`config.mk`:
```
export PLATFORM = sky130hd
export DESIGN_NAME = rx_port_map_bank
export DESIGN_NICKNAME = d
export VERILOG_FILES = /design/src/common/rx_port_map_pkg.sv /design/src/logic/rx_port_slice.sv /design/src/logic/rx_port_map_bank.sv
export SDC_FILE = /design/constraint.sdc
export NUM_CORES = 1
export LEC_CHECK = 0
export BUFFER_PORTS_ARGS = -buffer_cell sky130_fd_sc_hd__buf_2
export CORE_UTILIZATION = 25
export DETAILED_ROUTE_END_ITERATION = 6
export PLACE_DENSITY = 0.37
export SYNTH_ARGS = -nofsm -noshare
export SYNTH_HDL_FRONTEND = slang
export SYNTH_HIERARCHICAL = 1
export SYNTH_SLANG_ARGS = --single-unit
```
`constraint.sdc`:
```
create_clock -name sys_clk -period 6.6 [get_ports sys_clk]
set_clock_uncertainty 0.1 [all_clocks]
set_input_delay 0.33 -clock sys_clk [delete_from_list [all_inputs] [get_ports sys_clk]]
set_output_delay 0.33 -clock sys_clk [all_outputs]
set_load 0.01 [all_outputs]
```
`src/common/rx_port_map_pkg.sv`:
```
// package: offsets, field layout, reset values and carriers for the rx port map/stats bank
// assumes an i2c target elsewhere turns bus cycles into single-cycle rd/wr strobes
package rx_port_map_pkg;
   localparam int          NUM_PORTS          = 4;
   localparam logic [7:0]  PORT_SELECT_OFFSET = 8'h4c;
   localparam logic [7:0]  RAW10_ID_OFFSET    = 8'h70;
   localparam logic [7:0]  RAW12_CHANNEL_AND_TYPE_OFFSET    = 8'h71;
   localparam logic [7:0]  VC_REMAP_OFFSET    = 8'h72;
   localparam logic [7:0]  LINES_HIGH_OFFSET  = 8'h73;
   localparam logic [7:0]  LINES_LOW_OFFSET   = 8'h74;
   localparam logic [7:0]  WIDTH_HIGH_OFFSET  = 8'h75;
   localparam logic [7:0]  WIDTH_LOW_OFFSET   = 8'h76;
   localparam int          VC_MSB             = 7;
   localparam int          VC_LSB             = 6;
   localparam int          DT_MSB             = 5;
   localparam int          DT_LSB             = 0;
   localparam logic [5:0]  RAW12_DATA_TYPE_RESET     = 6'h2c;
   localparam logic [5:0]  RAW10_DT_RESET     = 6'h2b;
   localparam logic [7:0]  VC_REMAP_RESET     = 8'he4;
   localparam logic [15:0] STAT_RESET         = 16'h0000;

   typedef enum logic [1:0] {
      FMT_RESERVED, FMT_RAW12_LF, FMT_RAW12_HF, FMT_RAW10
   } input_format_e;

   // one incoming packet header / one outgoing packet header
   typedef struct packed {
      logic       valid;
      logic [1:0] vc;
      logic [5:0] dt;
   } pkt_hdr_s;

   // per-line and per-frame video markers from the receive datapath
   typedef struct packed {
      logic frame_end;
      logic line_end;
   } video_evt_s;
endpackage

```
`src/logic/rx_port_slice.sv`:
```
// rx_port_slice: one receive port's copy of the map registers and line statistics
// assumes register strobes are already decoded for this port and last one cycle
`timescale 1ns/1ps
`default_nettype none
module rx_port_slice
   import rx_port_map_pkg::*;
#(
   parameter logic [1:0] PORT_INDEX = 2'h0
) (
   input  wire logic          sys_clk,
   input  wire logic          rstn,
   input  wire logic          wr_en,
   input  wire logic          rd_en,
   input  wire logic [7:0]    reg_addr,
   input  wire logic [7:0]    wr_data,
   output logic      [7:0]    rd_data,
   input  wire input_format_e input_format_select,
   input  wire logic          line_count_change_irq_enable,
   input  wire logic          line_length_change_irq_enable,
   input  wire pkt_hdr_s      pkt_in,
   input  wire video_evt_s    video_evt,
   input  wire logic [15:0]   line_pixels,
   output pkt_hdr_s           pkt_out,
   output logic               line_count_event,
   output logic               line_length_event
);
   logic [7:0]  raw10_reg, raw10_next, raw12_reg, raw12_next, remap_reg, remap_next;
   logic [15:0] run_lines_reg, run_lines_next, last_len_reg, last_len_next;
   logic [15:0] lines_reg, lines_next, width_reg, width_next;
   logic [7:0]  lines_lo_hold_reg, lines_lo_hold_next, width_lo_hold_reg, width_lo_hold_next;
   logic        lines_frozen_reg, lines_frozen_next, width_frozen_reg, width_frozen_next;
   logic        cnt_evt_next, len_evt_next;
   pkt_hdr_s    pkt_next;
   logic        rd_lines, rd_width;

   // register writes, counting, freeze and byte-latch logic
   always_comb begin
      raw10_next         = raw10_reg;
      raw12_next         = raw12_reg;
      remap_next         = remap_reg;
      run_lines_next     = run_lines_reg;
      last_len_next      = last_len_reg;
      lines_next         = lines_reg;
      width_next         = width_reg;
      lines_lo_hold_next = lines_lo_hold_reg;
      width_lo_hold_next = width_lo_hold_reg;
      lines_frozen_next  = lines_frozen_reg;
      width_frozen_next  = width_frozen_reg;
      cnt_evt_next       = 1'b0;
      len_evt_next       = 1'b0;
      rd_lines           = rd_en && (reg_addr == LINES_HIGH_OFFSET || reg_addr == LINES_LOW_OFFSET);
      rd_width           = rd_en && (reg_addr == WIDTH_HIGH_OFFSET || reg_addr == WIDTH_LOW_OFFSET);
      if (wr_en) begin
         unique case (reg_addr)
            RAW10_ID_OFFSET: raw10_next = wr_data;
            RAW12_CHANNEL_AND_TYPE_OFFSET: raw12_next = wr_data;
            VC_REMAP_OFFSET: remap_next = wr_data;
            default: ;
         endcase
      end
      // high-byte read captures the low byte for a coherent pair
      if (rd_en && reg_addr == LINES_HIGH_OFFSET)
         lines_lo_hold_next = lines_reg[7:0];
      if (rd_en && reg_addr == WIDTH_HIGH_OFFSET)
         width_lo_hold_next = width_reg[7:0];
      // a read unfreezes; a same-cycle frame end still updates after it
      if (rd_lines)
         lines_frozen_next = 1'b0;
      if (rd_width)
         width_frozen_next = 1'b0;
      if (video_evt.line_end) begin
         run_lines_next = run_lines_reg + 16'h0001;
         last_len_next  = line_pixels;
      end
      if (video_evt.frame_end) begin
         run_lines_next = 16'h0000;
         if (!(lines_frozen_reg && !rd_lines)) begin
            lines_next = run_lines_reg;
            if (run_lines_reg != lines_reg) begin
               cnt_evt_next      = line_count_change_irq_enable;
               lines_frozen_next = line_count_change_irq_enable;
            end
         end
         if (!(width_frozen_reg && !rd_width)) begin
            width_next = last_len_reg;
            if (last_len_reg != width_reg) begin
               len_evt_next      = line_length_change_irq_enable;
               width_frozen_next = line_length_change_irq_enable;
            end
         end
      end
   end

   // vc/dt substitution by input format; reserved format remaps the vc and passes the dt unchanged
   always_comb begin
      pkt_next = pkt_in;
      unique case (input_format_select)
         FMT_RAW12_LF, FMT_RAW12_HF: begin
            pkt_next.vc = raw12_reg[VC_MSB:VC_LSB];
            pkt_next.dt = raw12_reg[DT_MSB:DT_LSB];
         end
         FMT_RAW10: begin
            pkt_next.vc = raw10_reg[VC_MSB:VC_LSB];
            pkt_next.dt = raw10_reg[DT_MSB:DT_LSB];
         end
         FMT_RESERVED: begin
            // csi-2 pass-through port: remap the incoming vc id
            pkt_next.vc = remap_reg[{pkt_in.vc, 1'b0} +: 2];
         end
      endcase
   end

   // read mux, low bytes return the latched copy
   always_comb begin
      unique case (reg_addr)
         RAW10_ID_OFFSET:   rd_data = raw10_reg;
         RAW12_CHANNEL_AND_TYPE_OFFSET:   rd_data = raw12_reg;
         VC_REMAP_OFFSET:   rd_data = remap_reg;
         LINES_HIGH_OFFSET: rd_data = lines_reg[15:8];
         LINES_LOW_OFFSET:  rd_data = lines_lo_hold_reg;
         WIDTH_HIGH_OFFSET: rd_data = width_reg[15:8];
         WIDTH_LOW_OFFSET:  rd_data = width_lo_hold_reg;
         default:           rd_data = 8'h00;
      endcase
   end

   // register stage
   always_ff @(posedge sys_clk) begin
      if (!rstn) begin
         raw10_reg         <= {PORT_INDEX, RAW10_DT_RESET};
         raw12_reg         <= {PORT_INDEX, RAW12_DATA_TYPE_RESET};
         remap_reg         <= VC_REMAP_RESET;
         run_lines_reg     <= STAT_RESET;
         last_len_reg      <= STAT_RESET;
         lines_reg         <= STAT_RESET;
         width_reg         <= STAT_RESET;
         lines_lo_hold_reg <= STAT_RESET[7:0];
         width_lo_hold_reg <= STAT_RESET[7:0];
         lines_frozen_reg  <= 1'b0;
         width_frozen_reg  <= 1'b0;
         line_count_event  <= 1'b0;
         line_length_event <= 1'b0;
         pkt_out           <= '0;
      end else begin
         raw10_reg         <= raw10_next;
         raw12_reg         <= raw12_next;
         remap_reg         <= remap_next;
         run_lines_reg     <= run_lines_next;
         last_len_reg      <= last_len_next;
         lines_reg         <= lines_next;
         width_reg         <= width_next;
         lines_lo_hold_reg <= lines_lo_hold_next;
         width_lo_hold_reg <= width_lo_hold_next;
         lines_frozen_reg  <= lines_frozen_next;
         width_frozen_reg  <= width_frozen_next;
         line_count_event  <= cnt_evt_next;
         line_length_event <= len_evt_next;
         pkt_out           <= pkt_next;
      end
   end

   AST_RAW12_TAG: assert property (@(posedge sys_clk) disable iff (!rstn)
      (pkt_in.valid && (input_format_select == FMT_RAW12_LF
         || input_format_select == FMT_RAW12_HF))
      |=> pkt_out.vc == $past(raw12_reg[VC_MSB:VC_LSB]) && pkt_out.dt == $past(raw12_reg[DT_MSB:DT_LSB]))
      else $error("raw12 header not substituted");
   AST_REMAP: assert property (@(posedge sys_clk) disable iff (!rstn)
      (input_format_select == FMT_RESERVED)
      |=> pkt_out.vc == $past(remap_reg[{pkt_in.vc, 1'b0} +: 2]) && pkt_out.dt == $past(pkt_in.dt))
      else $error("vc remap wrong");
   AST_RESET_VC: assert property (@(posedge sys_clk)
      $rose(rstn) |-> raw12_reg == {PORT_INDEX, RAW12_DATA_TYPE_RESET} && remap_reg == VC_REMAP_RESET)
      else $error("map reset value wrong");
   AST_LINES_UPDATE: assert property (@(posedge sys_clk) disable iff (!rstn)
      (video_evt.frame_end && !lines_frozen_reg) |=> lines_reg == $past(run_lines_reg))
      else $error("line count not reported at frame end");
   AST_LINES_FROZEN: assert property (@(posedge sys_clk) disable iff (!rstn)
      (lines_frozen_reg && !rd_lines) |=> $stable(lines_reg))
      else $error("frozen line count changed");
   AST_LINES_LATCH: assert property (@(posedge sys_clk) disable iff (!rstn)
      (rd_en && reg_addr == LINES_HIGH_OFFSET) ##1 (rd_en && reg_addr == LINES_LOW_OFFSET)
      |-> rd_data == $past(lines_reg[7:0]))
      else $error("line count low byte not coherent");
   AST_WIDTH_UPDATE: assert property (@(posedge sys_clk) disable iff (!rstn)
      (video_evt.frame_end && !width_frozen_reg) |=> width_reg == $past(last_len_reg))
      else $error("line length not last line of frame");
   AST_WIDTH_FROZEN: assert property (@(posedge sys_clk) disable iff (!rstn)
      (width_frozen_reg && !rd_width) |=> $stable(width_reg))
      else $error("frozen line length changed");
   AST_WIDTH_LATCH: assert property (@(posedge sys_clk) disable iff (!rstn)
      (rd_en && reg_addr == WIDTH_HIGH_OFFSET) |=> width_lo_hold_reg == $past(width_reg[7:0]))
      else $error("line length low byte not latched");
   AST_CNT_EVENT: assert property (@(posedge sys_clk) disable iff (!rstn)
      line_count_event |-> $past(line_count_change_irq_enable) && lines_frozen_reg)
      else $error("line count event without enable");
endmodule
`default_nettype wire

```
`src/logic/rx_port_map_bank.sv`:
```
// rx_port_map_bank: four per-port copies of the vc map and line statistics registers
// assumes the i2c target gives byte strobes, and port select lives in the shared page
`timescale 1ns/1ps
`default_nettype none
module rx_port_map_bank
   import rx_port_map_pkg::*;
(
   input  wire logic                     sys_clk,
   input  wire logic                     rstn,
   input  wire logic                     wr_en,
   input  wire logic                     rd_en,
   input  wire logic [7:0]               reg_addr,
   input  wire logic [7:0]               wr_data,
   output logic      [7:0]               rd_data,
   input  wire logic [NUM_PORTS-1:0]     port_select,
   input  wire input_format_e [NUM_PORTS-1:0] input_format_select,
   input  wire logic [NUM_PORTS-1:0]     line_count_change_irq_enable,
   input  wire logic [NUM_PORTS-1:0]     line_length_change_irq_enable,
   input  wire pkt_hdr_s [NUM_PORTS-1:0] pkt_in,
   input  wire video_evt_s [NUM_PORTS-1:0] video_evt,
   input  wire logic [NUM_PORTS-1:0][15:0] line_pixels,
   output pkt_hdr_s [NUM_PORTS-1:0]      pkt_out,
   output logic [NUM_PORTS-1:0]          line_count_event,
   output logic [NUM_PORTS-1:0]          line_length_event
);
   logic [NUM_PORTS-1:0][7:0] port_rd;
   logic [7:0]                rd_next;
   logic [7:0]                rd_data_reg;
   logic [NUM_PORTS-1:0]      rd_pick;

   // one slice per port; writes may fan to several selected ports, reads take the lowest
   for (genvar p = 0; p < NUM_PORTS; p++) begin : g_port
      rx_port_slice #(.PORT_INDEX(2'(p))) u_slice (
         .sys_clk                       (sys_clk),
         .rstn                          (rstn),
         .wr_en                         (wr_en && port_select[p]),
         .rd_en                         (rd_en && rd_pick[p]),
         .reg_addr                      (reg_addr),
         .wr_data                       (wr_data),
         .rd_data                       (port_rd[p]),
         .input_format_select           (input_format_select[p]),
         .line_count_change_irq_enable  (line_count_change_irq_enable[p]),
         .line_length_change_irq_enable (line_length_change_irq_enable[p]),
         .pkt_in                        (pkt_in[p]),
         .video_evt                     (video_evt[p]),
         .line_pixels                   (line_pixels[p]),
         .pkt_out                       (pkt_out[p]),
         .line_count_event              (line_count_event[p]),
         .line_length_event             (line_length_event[p])
      );
   end

   // read select: lowest selected port answers; a one-hot pick keeps side effects to that
   // port even when two selected ports happen to hold the same byte
   always_comb begin
      rd_next = 8'h00;
      rd_pick = '0;
      for (int p = NUM_PORTS - 1; p >= 0; p--) begin
         if (port_select[p]) begin
            rd_next    = port_rd[p];
            rd_pick    = '0;
            rd_pick[p] = 1'b1;
         end
      end
   end

   // read data registered so it stands after the strobe
   always_ff @(posedge sys_clk) begin
      if (!rstn)
         rd_data_reg <= 8'h00;
      else if (rd_en)
         rd_data_reg <= rd_next;
   end
   assign rd_data = rd_data_reg;

   AST_PORT_ROUTE: assert property (@(posedge sys_clk) disable iff (!rstn)
      (rd_en && port_select == 4'h4) |=> rd_data == $past(port_rd[2]))
      else $error("read not routed to selected port");
endmodule
`default_nettype wire

```
## Word level (Yosys, flattened, before mapping)

Cells that the tools add are included.

| operators by class | value |
|---|---|
| add/subtract/negate cells | 4 |
| equal/unequal tests | 27 |
| shift operators | 4 |
| muxes and demuxes | 52 |
| bitwise operators | 21 |
| reductions and logical operators | 82 |

Operators with widths:

| kind | number |
|---|---|
| $pmux W8 S7 | 4 |
| $ne A16 B16 Y1 | 8 |
| $add A16 B1 Y16 const B | 4 |
| $eq A8 B7 Y1 const B | 7 |
| $pmux W6 S2 | 4 |
| $reduce_and A2 Y1 | 20 |
| $logic_and A1 B1 Y1 | 32 |
| $mux W1 | 32 |
| $mux W8 | 4 |
| $reduce_or A4 Y1 | 8 |
| $shiftx A8 B4 Y2 | 4 |
| $pmux W2 S3 | 4 |
| $not A1 Y1 | 21 |
| $eq A2 B2 Y1 const B | 8 |
| $mux W4 | 4 |
| $reduce_or A2 Y1 | 8 |
| $eq A2 B1 Y1 const B | 4 |
| $logic_not A1 Y1 | 8 |
| $logic_not A2 Y1 | 4 |
| $logic_or A1 B1 Y1 | 2 |

| storage, ports and cells | value |
|---|---|
| flip-flop bits (word level) | 476 |
| output and inout port bits | 52 |

## Longest topological paths before layout

Gate-level depths: netlist (run 1).

| logic depth | value |
|---|---|
| depth in word-level cells | 10 |
| depth in mapped cells | 9 |
| mapped depth without buffers | 7 |

## Cells and area by module

The synthesis (run 1) kept the hierarchy.

Modules (own cells, without submodules):

| module | times used | cells an instance | area an instance (um2) |
|---|---|---|---|
| rx_port_slice (g_port[1].u_slice) | 1 | 603 | 5,654.2 |
| rx_port_slice (g_port[0].u_slice) | 1 | 603 | 5,652.9 |
| rx_port_slice (g_port[3].u_slice) | 1 | 605 | 5,594.1 |
| rx_port_slice (g_port[2].u_slice) | 1 | 591 | 5,544.1 |
| rx_port_map_bank | 1 | 61 | 539.3 |

## Least setup slack after synthesis (run 1)

No wires, ideal clock.

| path | value |
|---|---|
| kind | in2reg |
| start point | input rd_en |
| end point | register g_port[2].u_slice.lines_reg[11] |
| setup time | 0.116 ns |
| arrival time | 2.178 ns |
| setup slack | 4.206 ns |
| stages on the path | 8 |
| path buffers | 2 |
| path through | inv_1 -> clkbuf_8 -> nor4b_1 -> o2111ai_2 -> a21oi_4 -> buf_8 -> mux2i_1 -> nor2b_1 |

| between the ends | value |
|---|---|
| longest elaborated chain between the ends | 6 |

Ends and longest elaborated chain:

| item | line | RTL |
|---|---|---|
| start, declared | rx_port_map_bank.sv:11 | `input wire logic rd_en,` |
| $logic_and A1 B1 Y1 | rx_port_map_bank.sv:37 | `.rd_en (rd_en && rd_pick[p]),` |
| $logic_and A1 B1 Y1 | rx_port_slice.sv:51 | `rd_lines = rd_en && (reg_addr == LINES_HIGH_OFFSET \|\| reg_addr == LINES_LOW_OFFSET);` |
| $logic_not A1 Y1 | rx_port_slice.sv:77 | `if (!(lines_frozen_reg && !rd_lines)) begin` |
| $logic_and A1 B1 Y1 | rx_port_slice.sv:77 |  |
| $not A1 Y1 (no line) | -- |  |
| $reduce_and A2 Y1 (no line) | -- |  |
| end signal, assigned | rx_port_slice.sv:150 | `lines_reg <= lines_next;` |
| end, declared | rx_port_slice.sv:29 | `logic [15:0] lines_reg, lines_next, width_reg, width_next;` |

No other way between the ends.
A chain may end at the register's enable or synchronous reset.

## Worst setup path in the final report (run 1)

| path | value |
|---|---|
| start point | input port_select[3] |
| end point | register g_port[3].u_slice.width_reg[3] |

| between the ends | value |
|---|---|
| longest elaborated chain between the ends | 10 |

Ends and longest elaborated chain:

| item | line | RTL |
|---|---|---|
| start, declared | rx_port_map_bank.sv:15 | `input wire logic [NUM_PORTS-1:0] port_select,` |
| $mux W4 (4 in series) | rx_port_map_bank.sv:59 | `if (port_select[p]) begin` |
| $logic_and A1 B1 Y1 | rx_port_map_bank.sv:37 |  |
| $logic_and A1 B1 Y1 | rx_port_slice.sv:52 | `rd_width = rd_en && (reg_addr == WIDTH_HIGH_OFFSET \|\| reg_addr == WIDTH_LOW_OFFSET);` |
| $logic_not A1 Y1 | rx_port_slice.sv:84 | `if (!(width_frozen_reg && !rd_width)) begin` |
| $logic_and A1 B1 Y1 | rx_port_slice.sv:84 |  |
| $not A1 Y1 (no line) | -- |  |
| $reduce_and A2 Y1 (no line) | -- |  |
| end signal, assigned | rx_port_slice.sv:151 | `width_reg <= width_next;` |
| end, declared | rx_port_slice.sv:29 |  |

No other way between the ends.

==> qor.csv, run 1 <==
stage,metric,value,unit
timing,setup_tns,0,ns
logic_synthesis,synth_area_per_cell,9.332,um2
timing,slew_viol_final,0,
clock_tree,cts.clk_slew.worst_paths,0.06,ns
placed_design,dpl.hpwl,54.46,mm
setup_path,startpoint_type,primary input,
floorplanning,initial_core_util,25.38,%
drt,wl_per_cell,19.42,um
clock_tree,cts_buffer_depth,3,
cells_and_area,stdcell_area,27850,um2
floorplanning,die-area,93160,um2
placed_design,placed_area,24820,um2
clock_tree,cts_setup_buffers,0,
timing,rsz0062_at_grt,false,
floorplanning,num_rows,110,
setup_path,regToRegSetupSlack,4.21,ns
cells_and_area,layout.cells.non_filler,3907,
logic_synthesis,ys.flop_type,dfxtp_1,
logic_synthesis,yosysWarnings,6,
setup_path,worstSetupEndpointType,flip-flop,
clock_tree,ctsResizeCount,0,
placed_design,pre_cts_slack,3.120,ns
drt,antenna_left,0,
setup_path,startpoint,port_select[3],
placed_design,port_buffers,199,
outcome,outcome,"finished, final reports clean",
logic_synthesis,synth_edf_count,0,
drt,vias_per_cell,4.732,
logic_synthesis,synthArstFlopShare,0,%
timing,finalSetupViolations,0,
global_routing,grt_max_degree,159,
worst_hold_path,hp-start,port_select[1],
timing,worstMarginPinSlew,1.195,ns
drt,dr.pass1.iters,5,
power_and_ir_drop,powerDensity,245.5,nW/um2
setup_path,r2r_start,g_port[3].u_slice/width_reg[13],
logic_synthesis,yosys-top-cells-count,"476 x dfxtp_1, 315 x mux2i_1, 259 x nand2_1, 258 x nor2_1, 142 x xnor2_1",
setup_path,critical_path_required,7.04,ns
clock_tree,root_buffer,clkbuf_16,
power_and_ir_drop,power,6.837,mW
drt,dr_total_vias,18486,
floorplanning,ios,200,
power_and_ir_drop,p_leak,10.80,nW
cells_and_area,layout-drive-gt1-share,14.74,%
timing,hold_ws,0.04235,ns
timing,fmax,285.0,MHz
clock_tree,clock_latency,0.63,ns
cells_and_area,utilization,30.75,%
logic_synthesis,synth.most_common_cell,dfxtp_1,
worst_hold_path,hp-class,primary input to flip-flop,
global_routing,antenna_found_initial,14,
timing,finalWorstSetupSlack,3.091,ns
logic_synthesis,synthTopCellsByArea,"dfxtp_1 41%, mux2i_1 14%, xnor2_1 5.4%",
global_routing,grt_pass1_vias,18161,
floorplanning,die_h,305.2,um
clock_tree,cts_tree,built,
placed_design,gp_congestion,0.7890,
global_routing,grt_pass1_wl,114.9,mm
drt,drt-initial-drc-count,1141,
logic_synthesis,synth_top_cell_by_area,dfxtp_1,
logic_synthesis,synth_cell_types,77,
global_routing,overflow,0,
setup_path,cp_max_fo,16,
flow_run,cap_viol_max_count,0,
timing,hold_viol_final,0,
cells_and_area,area_delta_synth_final,21.16,%
timing,slew_headroom,20.32,%
logic_synthesis,ys_seq_area_share,41.46,%
logic_synthesis,netlist_instances,2463,
drt,finalWirelength,75.88,mm
setup_path,timing_worst_setup_path_type,primary input to flip-flop,
clock_tree,cts_buffers,59,
global_routing,grt_use_total,15.98,%
clock_tree,holdBufCountCts,110,
floorplanning,core_region_area,90560,um2
clock_tree,cts_sinks,476,
logic_synthesis,netlist.area_leader.share,41.46,%
timing,layout_min_cycle_time,3.509,ns
logic_synthesis,netlist_area,22980,um2
logic_synthesis,ys_seq_elements,476,
drt,drc,0,
floorplanning,die_width,305.2,um
cells_and_area,num-nets-final,2850,
power_and_ir_drop,ir_drop,184.8,uV
timing,fin_crit_sh,53.16,%
placed_design,dp_cells,3691,
setup_path,crit_arrival,3.95,ns
clock_tree,htreeDepth,2,
logic_synthesis,synth_nets,2627,
## cells by family (layout without fill, tap and decap cells)
logic type | count (synthesis) | count (layout) | synth area share [%]
AO/OA/AOI/OAI | 362 | 362 | 11.43
adder cells (fa/ha/maj) | 16 | 16 | 0.8710
AND/OR/NAND/NOR | 874 | 874 | 18.67
flip-flops | 476 | 476 | 41.46
buffers and inverters | 200 | 465 | 4.017
multiplexers | 354 | 354 | 16.66
other | 0 | 3 | 0
XOR/XNOR | 181 | 181 | 6.897
## critical path: stages
cell and delay [ns]:
dlygate4sd3_1 0.60, buf_2 0.18, nor2b_4 0.21, nor4b_1 0.85, nand2_1 0.14, o41ai_1 0.48, and2_1 0.88, mux2i_1 0.27
## layout make-up
type	count	area, um2
timing repair buffer	325	2247
inverter	37	138.9
clock buffer	87	1743
multi-input combinational	1787	12540
clock inverter	16	173.9
fill	9479	62710
sequential	476	9529
tap	1176	1471
antenna	3	7.507
## path summary, 6_finish.rpt
| kind | cells after the start | to |
|---|---|---|
| hold reg to reg | 2 | g_port[2].u_slice/width_lo_hold_reg[1] |
| hold / removal | 3 | rd_data[5] |
| setup reg to reg | 5 | g_port[3].u_slice/width_frozen_reg |
| setup / recovery | 8 | g_port[3].u_slice/width_reg[3] |
## report_power, final
group	internal, mW	total, mW	switching, mW
Sequential	2.94	2.99	0.0562
Combinational	0.259	0.616	0.358
Clock	1.92	3.23	1.30
Total	5.12	6.84	1.72
## layer usage
layer	part of all wire, %	track usage [%]	wire length [um]	up-vias
li1	-	-	-	9090
met1	48	21.73	36050	8910
met2	45	25.77	34440	362
met3	4.7	2.974	3599	110
met4	2.2	4.277	1704	14
met5	0.10	0	78	-
## placed cells by master (no fill, tap or decap), types with 18 or more instances in the layout
master / netlist / routed
inv_1: 35 / 34
a21bo_1: 20 / 20
a221oi_1: 27 / 27
clkbuf_16: 0 / 60
and2_1: 27 / 27
xnor2_1: 142 / 142
nor2b_1: 75 / 75
dfxtp_1: 476 / 476
buf_2: 41 / 195
a21oi_1: 96 / 96
nand2b_1: 18 / 18
nand2_1: 259 / 259
mux2i_1: 315 / 315
nor2_1: 258 / 258
o2bb2ai_1: 19 / 19
mux4_2: 21 / 21
dlygate4sd3_1: 0 / 110
xor2_1: 39 / 39
buf_4: 3 / 18
nand3_1: 88 / 88
a21bo_2: 25 / 25
a22oi_1: 55 / 55
nand4_1: 54 / 54
o21ai_0: 35 / 35
mux2_2: 18 / 18
Note: power is estimated with default switching activity, not from simulation.
==> run 2, diff against run 1 <==
clock period = 3.66 ns   (was 6.6 ns; I/O delays follow)
==> run 2 against run 1 <==
Against the previous run: clock power grew 71%; worst setup slack worse by 2.5 ns; critical endpoint is now rd_data[6]; die area did not move; critical path type unchanged; first-iteration DRC count fell by 7.5%; routed wire length about the same; global-route usage increased by 0.072 points; sequential power is 80% higher; register-to-register slack got worse by 3.6 ns; critical path depth is 2 higher; clock-buffer cell count decreased by 2.
==> qor.csv, run 2 (same netlist as run 1, synthesis figures left out) <==
stage,metric,value,unit,change
outcome,outcome,"finished, final reports clean",,unchanged
cells_and_area,num-fill-cells,9454,,was 9479
floorplanning,die_width,305.2,um,unchanged
timing,finalSetupViolations,0,,unchanged
cells_and_area,area_delta_synth_final,22.36,%,was 21.16%
floorplanning,die_h,305.2,um,unchanged
placed_design,gp_congestion,0.8302,,was 0.7890
worst_hold_path,whs_endpoint,g_port[1].u_slice/run_lines_reg[1],,was rd_data[5]
global_routing,grt_pass1_wl,115.3,mm,was 114.9 mm
floorplanning,die-area,93160,um2,unchanged
cells_and_area,seqCellArea,9529,um2,unchanged
floorplanning,core_region_area,90560,um2,unchanged
cells_and_area,layout-drive-gt1-share,14.75,%,was 14.74%
global_routing,overflow,0,,unchanged
drt,dr_total_vias,18476,,was 18486
cells_and_area,final_cell_mix,"476 x dfxtp_1, 315 x mux2i_1, 259 x nand2_1, 258 x nor2_1, 195 x buf_2",,unchanged
cells_and_area,layout.cells.non_filler,3945,,was 3907
clock_tree,cts_tree,built,,unchanged
setup_path,r2r_start,g_port[3].u_slice/width_reg[13],,unchanged
global_routing,grt_use_total,16.05,%,was 15.98%
global_routing,grt_pass1_vias,18334,,was 18161
timing,fin_crit_sh,83.36,%,
power_and_ir_drop,p_leak,10.94,nW,was 10.80 nW
timing,hold_viol_final,0,,unchanged
setup_path,cp_max_fo,53,,was 16
power_and_ir_drop,seqPwrFrac,44.8,%,was 43.8%
setup_path,crit_slowest_cell,dlygate4sd3_1,,was and2_1
setup_path,startpoint_type,primary input,,unchanged
drt,wl_per_cell,19.24,um,was 19.42 um
setup_path,rr_endpoint,rd_data[5],,was g_port[3].u_slice/width_frozen_reg
setup_path,path_delay_family,buffers and inverters,,was simple AND/OR/NAND/NOR gates
setup_path,critical_path_required,4.07,ns,was 7.04 ns
setup_path,regToRegSetupSlack,0.66,ns,was 4.21 ns
clock_tree,holdBufCountCts,138,,was 110
drt,antenna_left,0,,unchanged
setup_path,timing_worst_setup_path_type,primary input to flip-flop,,unchanged
setup_path,crit_buf_inv,4,,was 2
timing,slew_viol_final,0,,unchanged
clock_tree,htreeDepth,2,,unchanged
placed_design,dpl.hpwl,55.12,mm,was 54.46 mm
clock_tree,cts_setup_buffers,0,,unchanged
global_routing,antenna_found_initial,10,,was 14
clock_tree,clock_latency,0.64,ns,was 0.63 ns
timing,layout_min_cycle_time,3.051,ns,
drt,drt-initial-drc-count,1055,,was 1141
setup_path,crit_chain,"buf_4, buf_4, mux4_2, mux2i_1, nor2_1, and3_2, dlygate4sd3_1, a21oi_1, o22ai_1, dlygate4sd3_1",,"was dlygate4sd3_1, buf_2, nor2b_4, nor4b_1, nand2_1, o41ai_1, and2_1, mux2i_1"
power_and_ir_drop,powerDensity,428.3,nW/um2,was 245.5 nW/um2
drt,drc,0,,unchanged
floorplanning,ios,200,,unchanged
placed_design,port_buffers,199,,unchanged
global_routing,grt_max_degree,68,,was 159
setup_path,rr_worst_depth,8,,was 5
worst_hold_path,hp-start,video_evt[2],,was port_select[1]
clock_tree,cts_buffer_depth,3,,unchanged
timing,fmax,327.8,MHz,
timing,setup_tns,0,ns,unchanged
flow_run,cap_viol_max_count,0,,unchanged
placed_design,placed_area,24960,um2,was 24820 um2
cells_and_area,utilization,31.06,%,was 30.75%
power_and_ir_drop,power,12.05,mW,was 6.837 mW
clock_tree,cts.clk_slew.worst_paths,0.06,ns,about the same
power_and_ir_drop,switching_share,25.29,%,was 25.11%
placed_design,dp_cells,3704,,was 3691
clock_tree,cts_sinks,476,,unchanged
floorplanning,initial_core_util,25.38,%,unchanged
cells_and_area,stdcell_area,28120,um2,was 27850 um2
timing,slew_headroom,19.23,%,was 20.32%
worst_hold_path,hold_depth,3,,unchanged
drt,dr.pass1.iters,5,,unchanged
power_and_ir_drop,p_sw,3.047,mW,was 1.716 mW
setup_path,cp_slowest_stage_delay,0.59,ns,was 0.88 ns
setup_path,crit_arrival,3.46,ns,was 3.95 ns
power_and_ir_drop,p_int,8.999,mW,was 5.120 mW
drt,finalWirelength,75.92,mm,was 75.88 mm
worst_hold_path,hp-class,primary input to flip-flop,,unchanged
cells_and_area,multi_input_comb_area,12540,um2,unchanged
power_and_ir_drop,pwr-share-comb,9.5,%,was 9.0%
timing,finalWorstSetupSlack,0.6092,ns,was 3.091 ns
clock_tree,ctsResizeCount,0,,unchanged
setup_path,worstSetupEndpointType,flip-flop,,unchanged
cells_and_area,num-nets-final,2889,,was 2850
clock_tree,root_buffer,clkbuf_16,,unchanged
clock_tree,cts_buffers,57,,was 59
drt,vias_per_cell,4.683,,was 4.732
cells_and_area,final_common_cell,dfxtp_1,,unchanged
power_and_ir_drop,ir_drop,333.8,uV,was 184.8 uV
timing,hold_ws,0.06067,ns,was 0.04235 ns
power_and_ir_drop,p_clk_share,45.7,%,was 47.2%
timing,worstMarginPinSlew,1.211,ns,was 1.195 ns
floorplanning,num_rows,110,,unchanged
timing,rsz0062_at_grt,false,,unchanged
placed_design,pre_cts_slack,0.9783,ns,was 3.120 ns
-- run 2: cell types whose count changed in the layout (fill, tap and decap cells not counted), moves of 3 or more --
cell           before  now
dlygate4sd3_1     110  138
buf_4              18   28
clkbuf_1           13   17
buf_12              1    4
clkbuf_16          60   57
clkbuf_8           14   11
-- run 2: worst register-to-register path, stage by stage, from the launching register on --
cell           delay, ns
dfxtp_1             0.38
mux4_2              0.50
nor2_1              0.11
a211oi_1            0.09
nor2b_1             0.20
a221oi_2            0.27
dlygate4sd3_1       0.61
o22ai_1             0.08
dlygate4sd3_1       0.55
-- run 2: worst max-delay path by stage --
stage / start / to / slack (ns) / cells after the start
after floorplan: rd_en / g_port[2].u_slice/lines_reg[11] / 1.41 / 8
after global placement: reg_addr[2] / rd_data[3] / 1.02 / 7
after detailed placement: reg_addr[2] / rd_data[3] / 0.98 / 7
after CTS: g_port[3].u_slice/width_reg[13] / rd_data[5] / 0.62 / 8
after global routing: reg_addr[0] / rd_data[6] / 0.50 / 10
final: reg_addr[0] / rd_data[6] / 0.61 / 10
-- run 2: metal layers --
metal	track usage, %	share of wire, %	routed length, um
met5	0	0.094	71
met2	26.38	47	35350
met3	3.154	4.6	3474
met1	21.47	47	35510
met4	3.903	2.0	1516
-- run 2: power by group through the flow --
stage,logic [mW],registers [mW],clock network (mW)
2_1_floorplan,0.662,5.49,0
3_3_place_gp,1.03,5.51,0
3_5_place_dp,1.04,5.51,0
4_1_cts,1.16,5.40,5.74
5_1_grt,1.25,5.41,5.94
6_report,1.14,5.39,5.51
-- run 2: layout make-up --
| class | count | area share (%) |
|---|---|---|
| diodes | 3 | 0.02669 |
| clock buffers | 85 | 5.837 |
| repair buffers | 366 | 9.467 |
| well taps | 1176 | 5.232 |
| inverters | 37 | 0.4938 |
| multi-input cells | 1787 | 44.58 |
| flip-flops and latches | 476 | 33.88 |
| clock inverters | 15 | 0.4805 |
